**src/rtl/plfsk_pkg.sv**
```systemverilog
// Constants, timing counts and state types of the powerline FSK modem.
// Assumes a single 50 MHz system clock that all counts are derived from.
package plfsk_pkg;
    // System clock rate
    localparam int unsigned CLK_HZ = 50_000_000;
    // Raw line bit rate
    localparam int unsigned BAUD_BPS = 2400;
    // Bit period in clock cycles, rounded down
    localparam int unsigned BIT_CYC = CLK_HZ / BAUD_BPS;
    // Tone frequencies: zero bit, one bit, one bit with wide deviation
    localparam int unsigned TONE0_HZ = 133_300;
    localparam int unsigned TONE1_HZ = 131_800;
    localparam int unsigned TONE1W_HZ = 130_400;
    // Half-period counts of each tone, rounded down
    localparam logic [7:0] HALF0 = 8'(CLK_HZ / (2 * TONE0_HZ));
    localparam logic [7:0] HALF1 = 8'(CLK_HZ / (2 * TONE1_HZ));
    localparam logic [7:0] HALF1W = 8'(CLK_HZ / (2 * TONE1W_HZ));
    // Word and buffer shape
    localparam int unsigned DATA_W = 8;
    localparam int unsigned FIFO_DEPTH = 8;
    localparam logic [2:0] LAST_BIT = 3'h7;
    // Line idles high; a frame is start 0, eight data bits LSB first, stop 1
    localparam logic LINE_IDLE = 1'h1;

    typedef enum logic [1:0] {
        TX_IDLE = 2'b00,
        TX_START = 2'b01,
        TX_DATA = 2'b10,
        TX_STOP = 2'b11
    } plfsk_tx_state_type;

    typedef enum logic [1:0] {
        RX_IDLE = 2'b00,
        RX_START = 2'b01,
        RX_DATA = 2'b10,
        RX_STOP = 2'b11
    } plfsk_rx_state_type;
endpackage

```
**src/rtl/plfsk_fifo.sv**
```systemverilog
// Synchronous FIFO with valid/ready on both sides, flip-flop storage.
// Assumes one clock and a synchronous active-high reset.
`timescale 1ns/1ps
module plfsk_fifo #(
    parameter int unsigned WIDTH = 8,
    parameter int unsigned DEPTH = 8
) (
    input wire logic mclk,
    input wire logic srst,
    input wire logic [WIDTH-1:0] in_data,
    input wire logic in_valid,
    output logic in_ready,
    output logic [WIDTH-1:0] out_data,
    output logic out_valid,
    input wire logic out_ready
);
    localparam int unsigned AW = $clog2(DEPTH);
    logic [WIDTH-1:0] mem_r [DEPTH];
    logic [AW-1:0] wr_r, wr_nxt, rd_r, rd_nxt;
    logic [AW:0] cnt_r, cnt_nxt;
    logic room_r, room_nxt;
    logic push, pop;

    // Room is registered so the ready seen by the source comes straight from a flop
    always_comb begin
        push = in_valid && room_r;
        pop = out_ready && (cnt_r != '0);
        wr_nxt = push ? AW'(wr_r + 1'b1) : wr_r;
        rd_nxt = pop ? AW'(rd_r + 1'b1) : rd_r;
        cnt_nxt = cnt_r;
        if (push && !pop) begin
            cnt_nxt = (AW+1)'(cnt_r + 1'b1);
        end else if (pop && !push) begin
            cnt_nxt = (AW+1)'(cnt_r - 1'b1);
        end
        room_nxt = (cnt_nxt != (AW+1)'(DEPTH));
    end

    always_ff @(posedge mclk) begin
        if (srst) begin
            wr_r <= '0;
            rd_r <= '0;
            cnt_r <= '0;
            room_r <= 1'b1;
        end else begin
            wr_r <= wr_nxt;
            rd_r <= rd_nxt;
            cnt_r <= cnt_nxt;
            room_r <= room_nxt;
        end
    end

    // Storage is written only on a push; contents need no reset
    always_ff @(posedge mclk) begin
        if (push) begin
            mem_r[wr_r] <= in_data;
        end
    end

    assign in_ready = room_r;
    assign out_valid = (cnt_r != '0);
    assign out_data = mem_r[rd_r];
endmodule

```
**src/rtl/plfsk_modem.sv**
```systemverilog
// Digital half of a half-duplex FSK powerline modem: byte serializer with tone
// divider on transmit, bit sampler and deserializer on receive.
// Assumes the comparator output rx_bit is already synchronous to mclk.
//
// What this block does
// - Bytes from the network side are serialized one bit at a time.
// - Tone is the clock divided by one of two ratios picked by bit.
// - Zero bit gives about 133.3 kHz, one bit about 131.8 kHz.
// - Wide option moves the one-bit tone to 130.4 kHz; zero tone unchanged.
// - Bits run at 2400 per second both ways.
// - Never transmits and receives at the same time.
// - Comparator output at 2400 baud is taken as the received bit stream.
// - Received bits are packed into bytes and handed to the network side.
`timescale 1ns/1ps
module plfsk_modem #(
    parameter int unsigned BIT_CYCLES = plfsk_pkg::BIT_CYC
) (
    input wire logic mclk,
    input wire logic srst,
    input wire logic [7:0] tx_data,
    input wire logic tx_valid,
    output logic tx_ready,
    input wire logic wide_dev,
    output logic tone_out,
    output logic tx_active,
    input wire logic rx_bit,
    output logic [7:0] rx_data,
    output logic rx_valid,
    input wire logic rx_ready,
    output logic rx_overrun,
    output logic rx_active
);
    localparam logic [15:0] BIT_LAST = 16'(BIT_CYCLES - 1);
    localparam logic [15:0] HALF_BIT_LAST = 16'(BIT_CYCLES / 2 - 1);

    logic [7:0] f_data;
    logic f_valid, f_pop, tx_start;

    // Eight-byte buffer; stalls the network side when the line is slow
    plfsk_fifo #(.WIDTH(plfsk_pkg::DATA_W), .DEPTH(plfsk_pkg::FIFO_DEPTH)) u_fifo (
        .mclk(mclk),
        .srst(srst),
        .in_data(tx_data),
        .in_valid(tx_valid),
        .in_ready(tx_ready),
        .out_data(f_data),
        .out_valid(f_valid),
        .out_ready(f_pop)
    );

    plfsk_pkg::plfsk_tx_state_type tx_st_r, tx_st_nxt;
    logic [15:0] tx_tmr_r, tx_tmr_nxt;
    logic [7:0] tx_sh_r, tx_sh_nxt;
    logic [2:0] tx_cnt_r, tx_cnt_nxt;
    logic txbit_r, txbit_nxt;
    logic [7:0] tone_cnt_r, tone_cnt_nxt, half_sel;
    logic tone_r, tone_nxt, tx_act_r, tx_act_nxt;

    plfsk_pkg::plfsk_rx_state_type rx_st_r, rx_st_nxt;
    logic [15:0] rx_tmr_r, rx_tmr_nxt;
    logic [7:0] rx_sh_r, rx_sh_nxt, rx_data_r, rx_data_nxt;
    logic [2:0] rx_cnt_r, rx_cnt_nxt;
    logic rx_prev_r, rx_valid_r, rx_valid_nxt, rx_ovr_r, rx_ovr_nxt;
    logic rx_act_r, rx_act_nxt;

    // Divider ratio follows the bit on the line; wide option only hits ones
    always_comb begin
        if (!txbit_r) begin
            half_sel = plfsk_pkg::HALF0;
        end else if (wide_dev) begin
            half_sel = plfsk_pkg::HALF1W;
        end else begin
            half_sel = plfsk_pkg::HALF1;
        end
    end

    // Transmit sequencer and tone generator
    always_comb begin
        tx_st_nxt = tx_st_r;
        tx_tmr_nxt = tx_tmr_r;
        tx_sh_nxt = tx_sh_r;
        tx_cnt_nxt = tx_cnt_r;
        txbit_nxt = txbit_r;
        tone_cnt_nxt = tone_cnt_r;
        tone_nxt = tone_r;
        // Transmit only starts while the receiver is idle
        tx_start = (tx_st_r == plfsk_pkg::TX_IDLE) && f_valid
            && (rx_st_r == plfsk_pkg::RX_IDLE);
        f_pop = tx_start;
        if (tx_st_r == plfsk_pkg::TX_IDLE) begin
            tone_nxt = 1'b0;
            txbit_nxt = plfsk_pkg::LINE_IDLE;
            if (tx_start) begin
                tx_sh_nxt = f_data;
                tx_st_nxt = plfsk_pkg::TX_START;
                tx_tmr_nxt = BIT_LAST;
                txbit_nxt = 1'b0;
                tone_cnt_nxt = plfsk_pkg::HALF0 - 8'h01; // First half as long as the rest
            end
        end else begin
            // Tone half-period count: divide mclk by the bit's ratio
            if (tone_cnt_r == 8'h00) begin
                tone_nxt = !tone_r;
                tone_cnt_nxt = half_sel - 8'h01;
            end else begin
                tone_cnt_nxt = tone_cnt_r - 8'h01;
            end
            if (tx_tmr_r != 16'h0000) begin
                tx_tmr_nxt = tx_tmr_r - 16'h0001;
            end else begin
                tx_tmr_nxt = BIT_LAST;
                case (tx_st_r)
                    plfsk_pkg::TX_START: begin
                        tx_st_nxt = plfsk_pkg::TX_DATA;
                        tx_cnt_nxt = 3'h0;
                        txbit_nxt = tx_sh_r[0];
                        tx_sh_nxt = {1'b0, tx_sh_r[7:1]};
                    end
                    plfsk_pkg::TX_DATA: begin
                        if (tx_cnt_r == plfsk_pkg::LAST_BIT) begin
                            tx_st_nxt = plfsk_pkg::TX_STOP;
                            txbit_nxt = 1'b1;
                        end else begin
                            tx_cnt_nxt = tx_cnt_r + 3'h1;
                            txbit_nxt = tx_sh_r[0];
                            tx_sh_nxt = {1'b0, tx_sh_r[7:1]};
                        end
                    end
                    plfsk_pkg::TX_STOP: begin
                        tx_st_nxt = plfsk_pkg::TX_IDLE;
                        txbit_nxt = plfsk_pkg::LINE_IDLE;
                        tone_nxt = 1'b0;
                    end
                    default: tx_st_nxt = plfsk_pkg::TX_IDLE;
                endcase
            end
        end
        tx_act_nxt = (tx_st_nxt != plfsk_pkg::TX_IDLE);
    end

    always_ff @(posedge mclk) begin
        if (srst) begin
            tx_st_r <= plfsk_pkg::TX_IDLE;
            tx_tmr_r <= 16'h0000;
            tx_sh_r <= 8'h00;
            tx_cnt_r <= 3'h0;
            txbit_r <= plfsk_pkg::LINE_IDLE;
            tone_cnt_r <= 8'h00;
            tone_r <= 1'b0;
            tx_act_r <= 1'b0;
        end else begin
            tx_st_r <= tx_st_nxt;
            tx_tmr_r <= tx_tmr_nxt;
            tx_sh_r <= tx_sh_nxt;
            tx_cnt_r <= tx_cnt_nxt;
            txbit_r <= txbit_nxt;
            tone_cnt_r <= tone_cnt_nxt;
            tone_r <= tone_nxt;
            tx_act_r <= tx_act_nxt;
        end
    end

    // Receive sampler: start edge, mid-bit check, then one sample per bit
    always_comb begin
        rx_st_nxt = rx_st_r;
        rx_tmr_nxt = rx_tmr_r;
        rx_sh_nxt = rx_sh_r;
        rx_cnt_nxt = rx_cnt_r;
        rx_data_nxt = rx_data_r;
        rx_ovr_nxt = 1'b0;
        // Consumer clears valid; a new byte in the same cycle still lands
        rx_valid_nxt = rx_valid_r && !rx_ready;
        case (rx_st_r)
            plfsk_pkg::RX_IDLE: begin
                // Transmit has priority and blanks the receiver
                if (rx_prev_r && !rx_bit && !tx_act_r && !tx_start) begin
                    rx_st_nxt = plfsk_pkg::RX_START;
                    rx_tmr_nxt = HALF_BIT_LAST;
                end
            end
            plfsk_pkg::RX_START: begin
                if (rx_tmr_r != 16'h0000) begin
                    rx_tmr_nxt = rx_tmr_r - 16'h0001;
                end else if (!rx_bit) begin
                    rx_st_nxt = plfsk_pkg::RX_DATA;
                    rx_tmr_nxt = BIT_LAST;
                    rx_cnt_nxt = 3'h0;
                end else begin
                    rx_st_nxt = plfsk_pkg::RX_IDLE; // Glitch, not a start bit
                end
            end
            plfsk_pkg::RX_DATA: begin
                if (rx_tmr_r != 16'h0000) begin
                    rx_tmr_nxt = rx_tmr_r - 16'h0001;
                end else begin
                    rx_sh_nxt = {rx_bit, rx_sh_r[7:1]};
                    rx_tmr_nxt = BIT_LAST;
                    rx_cnt_nxt = rx_cnt_r + 3'h1;
                    if (rx_cnt_r == plfsk_pkg::LAST_BIT) begin
                        rx_st_nxt = plfsk_pkg::RX_STOP;
                    end
                end
            end
            plfsk_pkg::RX_STOP: begin
                if (rx_tmr_r != 16'h0000) begin
                    rx_tmr_nxt = rx_tmr_r - 16'h0001;
                end else begin
                    rx_st_nxt = plfsk_pkg::RX_IDLE;
                    // Bad stop bit drops the byte silently
                    if (rx_bit) begin
                        if (rx_valid_r && !rx_ready) begin
                            rx_ovr_nxt = 1'b1; // Old byte kept, new one lost
                        end else begin
                            rx_data_nxt = rx_sh_r;
                            rx_valid_nxt = 1'b1;
                        end
                    end
                end
            end
            default: rx_st_nxt = plfsk_pkg::RX_IDLE;
        endcase
        rx_act_nxt = (rx_st_nxt != plfsk_pkg::RX_IDLE);
    end

    always_ff @(posedge mclk) begin
        if (srst) begin
            rx_st_r <= plfsk_pkg::RX_IDLE;
            rx_tmr_r <= 16'h0000;
            rx_sh_r <= 8'h00;
            rx_cnt_r <= 3'h0;
            rx_data_r <= 8'h00;
            rx_prev_r <= plfsk_pkg::LINE_IDLE;
            rx_valid_r <= 1'b0;
            rx_ovr_r <= 1'b0;
            rx_act_r <= 1'b0;
        end else begin
            rx_st_r <= rx_st_nxt;
            rx_tmr_r <= rx_tmr_nxt;
            rx_sh_r <= rx_sh_nxt;
            rx_cnt_r <= rx_cnt_nxt;
            rx_data_r <= rx_data_nxt;
            rx_prev_r <= rx_bit;
            rx_valid_r <= rx_valid_nxt;
            rx_ovr_r <= rx_ovr_nxt;
            rx_act_r <= rx_act_nxt;
        end
    end

    assign tone_out = tone_r;
    assign tx_active = tx_act_r;
    assign rx_data = rx_data_r;
    assign rx_valid = rx_valid_r;
    assign rx_overrun = rx_ovr_r;
    assign rx_active = rx_act_r;
endmodule

```
**config.mk**
```make
export PLATFORM = sky130hd
export DESIGN_NAME = plfsk_modem
export DESIGN_NICKNAME = d
export VERILOG_FILES = /design/src/rtl/plfsk_pkg.sv /design/src/rtl/plfsk_fifo.sv /design/src/rtl/plfsk_modem.sv
export SDC_FILE = /design/constraint.sdc
export NUM_CORES = 1
export LEC_CHECK = 0
export BUFFER_PORTS_ARGS = -buffer_cell sky130_fd_sc_hd__buf_4
export CAP_MARGIN = 10
export CELL_PAD_IN_SITES_DETAIL_PLACEMENT = 1
export CELL_PAD_IN_SITES_GLOBAL_PLACEMENT = 1
export CORE_UTILIZATION = 44
export DETAILED_ROUTE_END_ITERATION = 12
export PLACE_DENSITY = 0.85
export SETUP_SLACK_MARGIN = 0.05
export SYNTH_ARGS = -nofsm -noshare
export SYNTH_HDL_FRONTEND = slang
export SYNTH_SLANG_ARGS = --single-unit
```
**constraint.sdc**
```tcl
create_clock -name mclk -period 2.2 [get_ports mclk]
set_input_delay 0.33 -clock mclk [delete_from_list [all_inputs] [get_ports mclk]]
set_output_delay 0.33 -clock mclk [all_outputs]
set_load 0.05 [all_outputs]
```
==> results.txt, run 1 <==
drt first pass iters -> 7
FMAX -> 430 MHz
TritonCTS clock tree -> done
Logic pwr share -> 50.7%
Setup WS post-layout -> -0.128 ns
Max H-tree Level -> 4
Net Count, Synth -> 717
Worst Setup EP -> tx_cnt_r[1]
worst min path class -> in -> reg
P_leak -> 3.27 nW
vias -> 6055
drt initial violations -> 426
total track usage -> 26.6%
worst-path fanout max -> 4
pin count of the biggest net entering global routing -> 44
Final Cycle Share -> 106%
Final HPWL DP -> 13400 microns
Buffers on Ports -> 27
placed insts -> 946
Die H -> 130 microns
sw power -> 5.85 mW
n_diodes -> 0
Crit Reg-Reg Startpoint -> tx_tmr_r[0]
Synth top area share -> 26.7%
initial antenna violation count -> 0
worst-skew pair later-pin latency -> 0.44 ns
crit path launch -> tx_tmr_r[0]
Rows -> 46
first-pass GRT wire length -> 33700 microns
vias in the first global route -> 6302
Worst Path Required -> 2.58 ns
met2 usage -> 47.9%
share of cells above drive strength 1 -> 29.7%
Syn Inst Count -> 681
DRC viols -> 0
Power Density -> 1550 nW/um^2
Pins Over Slew Limit -> 0
Max Root-Sink Buffers -> 2
Ys Warns -> 0
area of the mapped netlist -> 7200 sq um
Cell Count, Final, Fillers Out -> 994
Routed WL per cell -> 22.5 microns
crit-path cells -> inv_2 -> ha_4 -> or4b_4 -> nor3_2 -> nand2_1 -> nor4_2 -> buf_4 -> a22o_1
unrepaired setup endpoints after global routing -> yes
GPL Wtd Cong -> 0.871
Sink Count -> 159
pre-CTS setup slack -> -0.0685 ns
failing checks -> negative setup slack
sequential share of power -> 29.1%
CP max-delay cell -> or4b_4
worst-margin pin slew -> 0.688 ns
Startpoint Class -> flop
VDD IR max -> 765 uV
share of async-settable or async-resettable flops after synthesis -> 0%
post-layout min period -> 2.33 ns
final wirelength -> 22400 microns
worst r2r dst -> tx_cnt_r[1]
Reg clk slew, reported paths -> 0.07 ns
fin nets -> 802
final hold viol count -> 0
clk_skew -> 0.0114 ns
GR peak layer -> met2
clock root buffer -> clkbuf_16
crit path DAT -> 2.70 ns
I/O pins -> 28
Critical Path Max Stage Delay -> 0.51 ns
grt met3 use -> 4.43%
largest area contributor in the netlist -> edfxtp_1
MaxCap Viol Count -> 0
CTS Buf Count -> 17
Starting Density -> 45.1%
Final Power -> 13.9 mW
post-route antenna net violation count -> 0
# fillers -> 1669
core area -> 15900 sq um
final core utilization -> 56.4%
Post-synth EDFFs -> 64
grt total ovfl -> 0
library cells used by synthesis -> 67
Die ar. -> 16900 sq um
crit path kind -> reg -> reg
Clock power frac -> 20.2%
GR met1 Demand/Resource -> 30.2%
list of most frequent post-synthesis cells -> dfxtp_1, nor2_1, edfxtp_1
cell with the most instances after synthesis -> dfxtp_1
status -> finished with violations
CP endpoint kind -> flop
count of final setup violators -> 18
Mapped Avg Cell Area -> 10.6 sq um
switching share of power -> 42.0%
Internal -> 8.06 mW
FF-to-FF setup slack -> -0.13 ns
FF-to-FF path depth -> 8
Post-synth top flop -> dfxtp_1
die width -> 130 microns
Area growth syn-to-layout -> 24.9%
via/cell ratio -> 6.09
sequential share of the synthesized area -> 53.1%
Synth Register Bits -> 159
Area contributors post-synth -> edfxtp_1, dfxtp_1, mux4_2, a21oi_1, ha_1
slew margin rel. -> 54.2%
## final cells by class
type	count	area [sq um]	share of cell area (%)
timing repair buffer	102	798	8.88
inverter	21	81.3	0.905
clock buffer	18	429	4.77
multi-input combinational	465	3450	38.3
sequential	159	3850	42.8
tap	216	270	3.01
clock inverter	13	116	1.29
## timing repair
action	in CTS	in global routing
hold buffers	0	0
pin swaps	21	22
endpoints found under the setup margin	22	55
buffers inserted	10	7
resized for setup	22	50
## cells in the final DEF, fill, tap and decap left out, types with 4 or more instances in the layout
cell,Yosys,final
and2_1,5,4
xnor2_1,7,7
clkinvlp_4,0,4
o21ai_0,29,26
mux4_2,16,16
nor2_2,0,4
dfxtp_1,95,84
nor3_2,1,5
nand2_1,53,52
nor4_1,11,8
a21oi_2,0,4
dfxtp_2,0,7
ha_2,0,4
buf_4,0,98
nor4_2,1,4
or4_1,6,4
nor3_1,29,24
inv_1,20,16
or3_1,8,7
a211o_1,5,4
nand3_1,15,15
o211ai_1,4,4
or2_2,4,4
edfxtp_1,64,64
nand2b_1,6,6
mux2i_1,16,16
clkbuf_16,0,17
dfxtp_4,0,4
nor3b_1,5,4
a31oi_1,9,6
nor2_1,69,65
nand4_1,6,6
a21oi_1,60,54
a211oi_1,11,8
a22o_1,9,9
ha_1,22,16
## per-layer routing
metal / vias up / part of all wire (%)
met2: 198 / 53
li1: 2706 / -
met5: - / 0
met3: 78 / 4.2
met1: 3073 / 39
met4: 0 / 4.0
## power by group through the flow
| stage | clock network [mW] | logic, mW | registers [mW] |
|---|---|---|---|
| floorplan | 0 | 3.72 | 4.00 |
| global placement | 0 | 5.32 | 3.99 |
| detailed placement | 0 | 5.68 | 4.04 |
| CTS | 2.80 | 6.18 | 3.99 |
| global route | 2.92 | 7.51 | 4.10 |
| finish | 2.81 | 7.05 | 4.05 |
## worst min path at each step
stage / start / end / slack [ns] / cells after the start
finish: tx_data[6] / u_fifo.mem_r[0][6] / 0.12 / 1
global route: tx_data[6] / u_fifo.mem_r[2][6] / 0.13 / 1
CTS: tx_data[2] / u_fifo.mem_r[6][2] / 0.12 / 1
detailed placement: tx_sh_r[7] / tx_sh_r[7] / 0.45 / 2
global placement: rx_sh_r[0] / rx_sh_r[0] / 0.44 / 2
floorplan: tx_sh_r[7] / tx_sh_r[7] / 0.42 / 2
## registers in the layout, summed over array words and instances, names as in the netlist, 3 cells and up, named ones only
signal        count
u_fifo.wr_r       3
u_fifo.cnt_r      4
rx_data           8
tx_tmr_r         16
rx_cnt_r          3
u_fifo.rd_r       3
tx_sh_r           8
rx_sh_r           8
tx_cnt_r          3
u_fifo.mem_r     64
tone_cnt_r        8
rx_tmr_r         16
## per-stage QoR
step           hold WS [ns]  setup TNS, ns  instance area, sq um
6_report              0.118          -1.03                  8990
2_1_floorplan         0.421              0                  7280
3_5_place_dp          0.449        -0.0700                  8050
5_1_grt               0.125          -2.87                  8990
3_3_place_gp          0.443              0                  8050
4_1_cts               0.122         -0.401                  8750
## worst max-delay path: cells and delay by family, from the launching register on
family	cells	cell delay, ns
flip-flops	1	0.33
buffers and inverters	2	0.26
AO/OA/AOI/OAI	1	0.17
AND/OR/NAND/NOR	4	1.36
adder cells (fa/ha/maj)	1	0.13
## logic make-up after synthesis
logic type               share of synthesized area (%)
AO/OA/AOI/OAI                                     14.7
XOR/XNOR                                          1.22
adder cells (fa/ha/maj)                           3.83
buffers and inverters                             3.15
flip-flops                                        53.1
multiplexers                                      7.70
AND/OR/NAND/NOR                                   16.3
(Power assumes the default switching activity.)
==> run 2, diff against run 1 <==
--- a/config.mk
+++ b/config.mk
@@ -12,6 +12,7 @@
 export CORE_UTILIZATION = 44
 export DETAILED_ROUTE_END_ITERATION = 12
 export PLACE_DENSITY = 0.85
+export RECOVER_POWER = 50
 export SETUP_SLACK_MARGIN = 0.05
 export SYNTH_ARGS = -nofsm -noshare
 export SYNTH_HDL_FRONTEND = slang
==> run 2 against run 1 <==
Compared with the run above: the run still ends with negative setup slack left; cell count unchanged; global-route usage unchanged; clock skew about the same; sequential share of layout area increased by 0.50 points; first-iteration DRC count decreased by 7.7%; die area unchanged; combinational power decreased by 0.6%; core utilization decreased by 0.65 points; critical path depth unchanged.
==> results.txt, run 2 (synthesis results as in run 1) <==
TritonCTS clock tree -> done
slew margin rel. -> 52.5% (-1.7 points)
vias in the first global route -> 6302 (unchanged)
Clock power frac -> 20.2% (about the same)
sw power -> 5.84 mW (about the same)
sequential share of power -> 29.2% (about the same)
Die H -> 130 microns (unchanged)
Power Density -> 1560 nW/um^2 (+0.90%)
Buffers on Ports -> 27 (unchanged)
Regs by FF count -> u_fifo.mem_r: 64 flops, rx_tmr_r: 16 flops, tx_tmr_r: 16 flops
crit-path cells -> inv_2 -> ha_4 -> or4b_4 -> nor3_2 -> nand2_1 -> nor4_2 -> buf_4 -> a22o_1
Max Root-Sink Buffers -> 2 (unchanged)
Area growth syn-to-layout -> 23.5%
status -> finished with violations
Setup WS post-layout -> -0.134 ns (-0.00585 ns)
most common cell after layout, fill and taps aside -> dfxtp_1
pin count of the biggest net entering global routing -> 44 (unchanged)
Startpoint Class -> flop
Hold WS -> 0.193 ns (+0.0754 ns)
Logic pwr share -> 50.6% (about the same)
worst min path class -> in -> reg
max reg flops -> 64 (unchanged)
Critical Path Max Stage Delay -> 0.51 ns (about the same)
Reg clk slew, reported paths -> 0.07 ns (about the same)
P_leak -> 3.17 nW (-3.2%)
Worst Path Required -> 2.58 ns (about the same)
crit path kind -> reg -> reg
final core utilization -> 55.7% (-0.65 points)
Final Cycle Share -> 106% (+0.27 points)
Pins Over Slew Limit -> 0 (unchanged)
FMAX -> 428 MHz (-0.25%)
drt first pass iters -> 5 (-2)
Starting Density -> 45.1% (unchanged)
I/O pins -> 28 (unchanged)
post-layout min period -> 2.33 ns (+0.00585 ns)
die width -> 130 microns (unchanged)
clk_skew -> 0.0110 ns (-0.000421 ns)
CP max-delay cell -> or4b_4
worst-margin pin slew -> 0.713 ns (+0.0249 ns)
Largest Register -> u_fifo.mem_r
core area -> 15900 sq um (unchanged)
first-pass GRT wire length -> 33700 microns (unchanged)
Routed WL per cell -> 22.4 microns (-0.38%)
final wirelength -> 22300 microns (-0.38%)
Rows -> 46 (unchanged)
CTS Hold Bufs -> 0 (unchanged)
CP endpoint kind -> flop
VDD IR max -> 764 uV (-0.22%)
vias -> 6011 (-0.73%)
CP delay by family, top -> simple AND/OR/NAND/NOR gates
grt total ovfl -> 0 (unchanged)
CTS Buf Count -> 17 (unchanged)
post-route antenna net violation count -> 0 (unchanged)
via/cell ratio -> 6.05 (-0.73%)
drt initial violations -> 393 (-7.7%)
Max H-tree Level -> 4 (unchanged)
met1 WL -> 8610 microns (-0.29%)
CP bufs+invs -> 2 (unchanged)
crit path DAT -> 2.71 ns (about the same)
WL met2 -> 11900 microns (about the same)
count of final setup violators -> 18 (unchanged)
worst-path fanout max -> 4 (unchanged)
Sink Count -> 159 (unchanged)
fin nets -> 802 (unchanged)
DRC viols -> 0 (unchanged)
GPL Wtd Cong -> 0.871 (unchanged)
wire length on met3 -> 869 microns (-7.5%)
Internal -> 8.03 mW (-0.42%)
MaxCap Viol Count -> 0 (unchanged)
worst-skew pair later-pin latency -> 0.44 ns (about the same)
uppermost layer routed -> met4
share of cells above drive strength 1 -> 26.2% (-3.5 points)
final hold viol count -> 0 (unchanged)
switching share of power -> 42.1% (+0.088 points)
Area after DPL -> 8050 sq um (unchanged)
Final HPWL DP -> 13400 microns (unchanged)
n_diodes -> 0 (unchanged)
clock root buffer -> clkbuf_16
post-route cell area -> 8890 sq um (-1.2%)
total track usage -> 26.6% (unchanged)
unrepaired setup endpoints after global routing -> yes
failing checks -> negative setup slack
most frequent cells in the layout -> dfxtp_1, buf_4, nor2_1, edfxtp_1, a21oi_1
initial antenna violation count -> 0 (unchanged)
Die ar. -> 16900 sq um (unchanged)
run 2: final timing paths:
kind	start	endpoint	slack (ns)	cells after the start
setup reg to reg	tx_tmr_r[0]	tx_cnt_r[1]	-0.13	8
setup / recovery	tx_tmr_r[0]	tx_cnt_r[1]	-0.13	8
hold reg to reg	tx_sh_r[7]	tx_sh_r[7]	0.47	2
hold / removal	rx_bit	rx_prev_r	0.19	2
run 2: worst reg2reg max path: stages (launching register included):
cell	delay (ns)
dfxtp_2	0.33
inv_2	0.08
ha_4	0.13
or4b_4	0.51
nor3_2	0.41
nand2_1	0.19
nor4_2	0.26
buf_4	0.18
a22o_1	0.17
run 2: layout make-up:
| type | instances | area [sq um] |
|---|---|---|
| Fill cell | 1687 | 7060 |
| Inverter | 21 | 81.3 |
| Clock inverter | 13 | 116 |
| Multi-Input combinational cell | 465 | 3440 |
| Sequential cell | 159 | 3850 |
| Clock buffer | 18 | 429 |
| Timing Repair Buffer | 102 | 701 |
| Tap cell | 216 | 270 |
run 2: metrics by stage:
step / cells / setup slack, ns / total power [mW] / setup TNS [ns]
2_1_floorplan: 681 / 0.0360 / 7.72 / 0
3_3_place_gp: 946 / 0.0697 / 9.30 / 0
3_5_place_dp: 946 / -0.0685 / 9.73 / -0.0700
4_1_cts: 987 / -0.0567 / 13.0 / -0.401
5_1_grt: 994 / -0.215 / 14.5 / -2.87
6_report: 994 / -0.134 / 13.9 / -1.12
run 2: power groups by stage:
stage	Sequential, mW	Clock (mW)	Combinational (mW)
5_1_grt	4.10	2.92	7.48
3_5_place_dp	4.04	0	5.68
2_1_floorplan	4.00	0	3.72
4_1_cts	3.99	2.80	6.18
3_3_place_gp	3.99	0	5.32
6_report	4.05	2.81	7.01
run 2: repair_timing:
item | CTS | global route
gates resized for setup | 22 | 50
gates cloned | 0 | 0
setup endpoints to repair | 22 | 55
hold endpoints to repair | 0 | 0
pin swaps | 21 | 22
buffers inserted | 10 | 7
run 2: metal layers:
| metal | track usage (%) | up-vias |
|---|---|---|
| met5 | 0 | - |
| met4 | 14.1 | 0 |
| met3 | 4.43 | 80 |
| met2 | 47.9 | 179 |
| met1 | 30.2 | 3051 |
| li1 | - | 2701 |
==> run 3, diff against run 2 <==
--- a/config.mk
+++ b/config.mk
@@ -9,9 +9,9 @@
 export CAP_MARGIN = 10
 export CELL_PAD_IN_SITES_DETAIL_PLACEMENT = 1
 export CELL_PAD_IN_SITES_GLOBAL_PLACEMENT = 1
-export CORE_UTILIZATION = 44
+export CORE_UTILIZATION = 49
 export DETAILED_ROUTE_END_ITERATION = 12
-export PLACE_DENSITY = 0.85
+export PLACE_DENSITY = 0.89
 export RECOVER_POWER = 50
 export SETUP_SLACK_MARGIN = 0.05
 export SYNTH_ARGS = -nofsm -noshare
==> constraint.sdc (replaced) <==
create_clock -name mclk -period 2.5 [get_ports mclk]
set_input_delay 0.375 -clock mclk [delete_from_list [all_inputs] [get_ports mclk]]
set_output_delay 0.375 -clock mclk [all_outputs]
set_load 0.05 [all_outputs]
==> run 3 against run 2 <==
Compared with the run above: the flow now finishes without violations; routed wire length is 3.2% lower; non-clock buffer count is 38 lower; sequential power is 11% lower; critical path depth is 1 lower; die area is 10% lower; critical path type unchanged; largest cell class unchanged; largest power group unchanged.
==> results.txt, run 3 (synthesis results as in run 1) <==
Routed WL per cell -> 23.4 microns (+4.5%)
clk_skew -> 0.0112 ns (+0.000223 ns)
first-pass GRT wire length -> 33300 microns (-1.3%)
unrepaired setup endpoints after global routing -> no
Power Density -> 1360 nW/um^2 (-13%)
final wirelength -> 21600 microns (-3.2%)
I/O pins -> 28 (unchanged)
most common cell after layout, fill and taps aside -> dfxtp_1
Worst Path Required -> 2.79 ns (+0.21 ns)
via/cell ratio -> 6.41 (+6.0%)
worst-skew pair later-pin latency -> 0.43 ns (about the same)
Critical Path Max Stage Delay -> 0.55 ns (+0.04 ns)
post-route antenna net violation count -> 0 (unchanged)
Pins Over Slew Limit -> 0 (unchanged)
vias in the first global route -> 6192 (-1.7%)
CP max-delay cell -> or4_1
FF-to-FF path depth -> 7 (-1)
Largest Register -> u_fifo.mem_r
Buffers on Ports -> 27 (unchanged)
worst min path class -> in -> reg
Rows -> 43 (-6.5%)
Final Cycle Share -> 94.5% (-12 points)
MaxCap Viol Count -> 0 (unchanged)
Reg clk slew, reported paths -> 0.07 ns (about the same)
worst-margin pin slew -> 0.701 ns (-0.0120 ns)
CP endpoint kind -> flop
share of cells above drive strength 1 -> 16.3% (-9.9 points)
drt first pass iters -> 5 (unchanged)
slew margin rel. -> 53.3% (+0.80 points)
n_diodes -> 0 (unchanged)
VDD IR max -> 924 uV (+21%)
crit path kind -> reg -> reg
Regs by FF count -> u_fifo.mem_r: 64 flops, rx_tmr_r: 16 flops, tx_tmr_r: 16 flops
worst-path fanout max -> 6 (+2)
Final Power -> 11.3 mW (-19%)
Hold WS -> 0.234 ns (+0.0412 ns)
DRC viols -> 0 (unchanged)
Die ar. -> 15200 sq um (-10%)
Sink Count -> 159 (unchanged)
vias -> 5903 (-1.8%)
die width -> 123 microns (-5.2%)
Area growth syn-to-layout -> 15.7%
grt total ovfl -> 0 (unchanged)
fin nets -> 764 (-4.7%)
placed insts -> 886 (-6.3%)
count of final setup violators -> 0 (-18)
drt initial violations -> 465 (+18%)
GPL Wtd Cong -> 0.820 (-5.8%)
Die H -> 123 microns (-5.2%)
Max H-tree Level -> 4 (unchanged)
Cell Count, Final, Fillers Out -> 921 (-7.3%)
Final HPWL DP -> 12600 microns (-6.2%)
total track usage -> 29.5% (+2.9 points)
clock root buffer -> clkbuf_16
TritonCTS clock tree -> done
status -> finished clean
Max Root-Sink Buffers -> 2 (unchanged)
initial antenna violation count -> 0 (unchanged)
post-layout min period -> 2.36 ns (+0.0294 ns)
crit path DAT -> 2.66 ns (-0.05 ns)
CTS Buf Count -> 17 (unchanged)
crit-path cells -> inv_2 -> ha_4 -> or3b_4 -> a211o_1 -> a211oi_2 -> a211oi_1 -> or4_1
Startpoint Class -> flop
FMAX -> 423 MHz (-1.2%)
pin count of the biggest net entering global routing -> 37 (-16%)
most frequent cells in the layout -> dfxtp_1, nor2_1, edfxtp_1, a21oi_1, nand2_1
Starting Density -> 51.0% (+5.9 points)
Hold Path Stages -> 2 (unchanged)
max reg flops -> 64 (unchanged)
Setup Total Neg Slack -> 0 ns (+1.12 ns)
core area -> 14100 sq um (-12%)
P_leak -> 2.96 nW (-6.6%)
final hold viol count -> 0 (unchanged)
==> run 3: changes by cell type in the layout (fill, tap and decap cells not counted), moves of 4 or more <==
cell / previous run / this run
inv_6: 2 / 10
nor2_2: 4 / 0
dfxtp_1: 84 / 92
dfxtp_4: 4 / 0
dfxtp_2: 7 / 3
nor2_1: 65 / 69
buf_4: 72 / 35
ha_1: 16 / 20
nor3_1: 24 / 28
nor3_2: 5 / 1
a21oi_1: 54 / 59
==> run 3: critical path, delay by kind of cell, from the launching register on <==
family / cells / cell delay, ns
flip-flops: 1 / 0.38
adder cells (fa/ha/maj): 1 / 0.17
AND/OR/NAND/NOR: 2 / 0.96
buffers and inverters: 1 / 0.13
AO/OA/AOI/OAI: 3 / 0.58
==> run 3: path summary, 6_finish.rpt <==
path / startpoint / endpoint / slack, ns
max: u_fifo.cnt_r[0] / u_fifo.in_ready / 0.14
min reg2reg: rx_sh_r[0] / rx_sh_r[0] / 0.48
max reg2reg: u_fifo.cnt_r[0] / u_fifo.in_ready / 0.14
min: rx_bit / rx_prev_r / 0.23
==> run 3: per-stage QoR <==
stage	utilization (%)	worst slack [ns]	area [sq um]
floorplan	-	0.252	7200
global placement	54.9	0.213	7740
detailed placement	54.9	0.0771	7740
CTS	59.3	0.0517	8360
global route	59.0	0.0357	8320
finish	59.0	0.137	8320
==> run 3: layout make-up <==
type	instances	area, sq um
tap	180	225
multi-input combinational	465	3220
sequential	159	3830
clock inverter	14	146
fill	1502	5770
inverter	21	78.8
clock buffer	18	429
timing repair buffer	64	395
==> run 3: timing repair <==
| action | in CTS | in global routing |
|---|---|---|
| setup buffers | 0 | 3 |
| gates cloned | 0 | 0 |
| hold buffers | 0 | 0 |
| pin swaps | 0 | 2 |
| endpoints found under the setup margin | 9 | 29 |
| gates resized for setup | 7 | 17 |
==> run 3: layer usage <==
| metal | up-vias | track usage (%) | part of all wire [%] |
|---|---|---|---|
| met3 | 40 | 5.40 | 5.1 |
| li1 | 2651 | - | - |
| met1 | 2999 | 35.3 | 40 |
| met5 | - | 0 | 0 |
| met4 | 0 | 12.9 | 2.3 |
| met2 | 213 | 51.6 | 53 |
==> run 3: power by group <==
part / internal (mW) / total, mW / switching (mW) / leakage (nW)
logic: 1.98 / 5.11 / 3.14 / 1.32
registers: 3.12 / 3.59 / 0.462 / 1.36
clock network: 1.41 / 2.59 / 1.18 / 0.281
total: 6.51 / 11.3 / 4.78 / 2.96
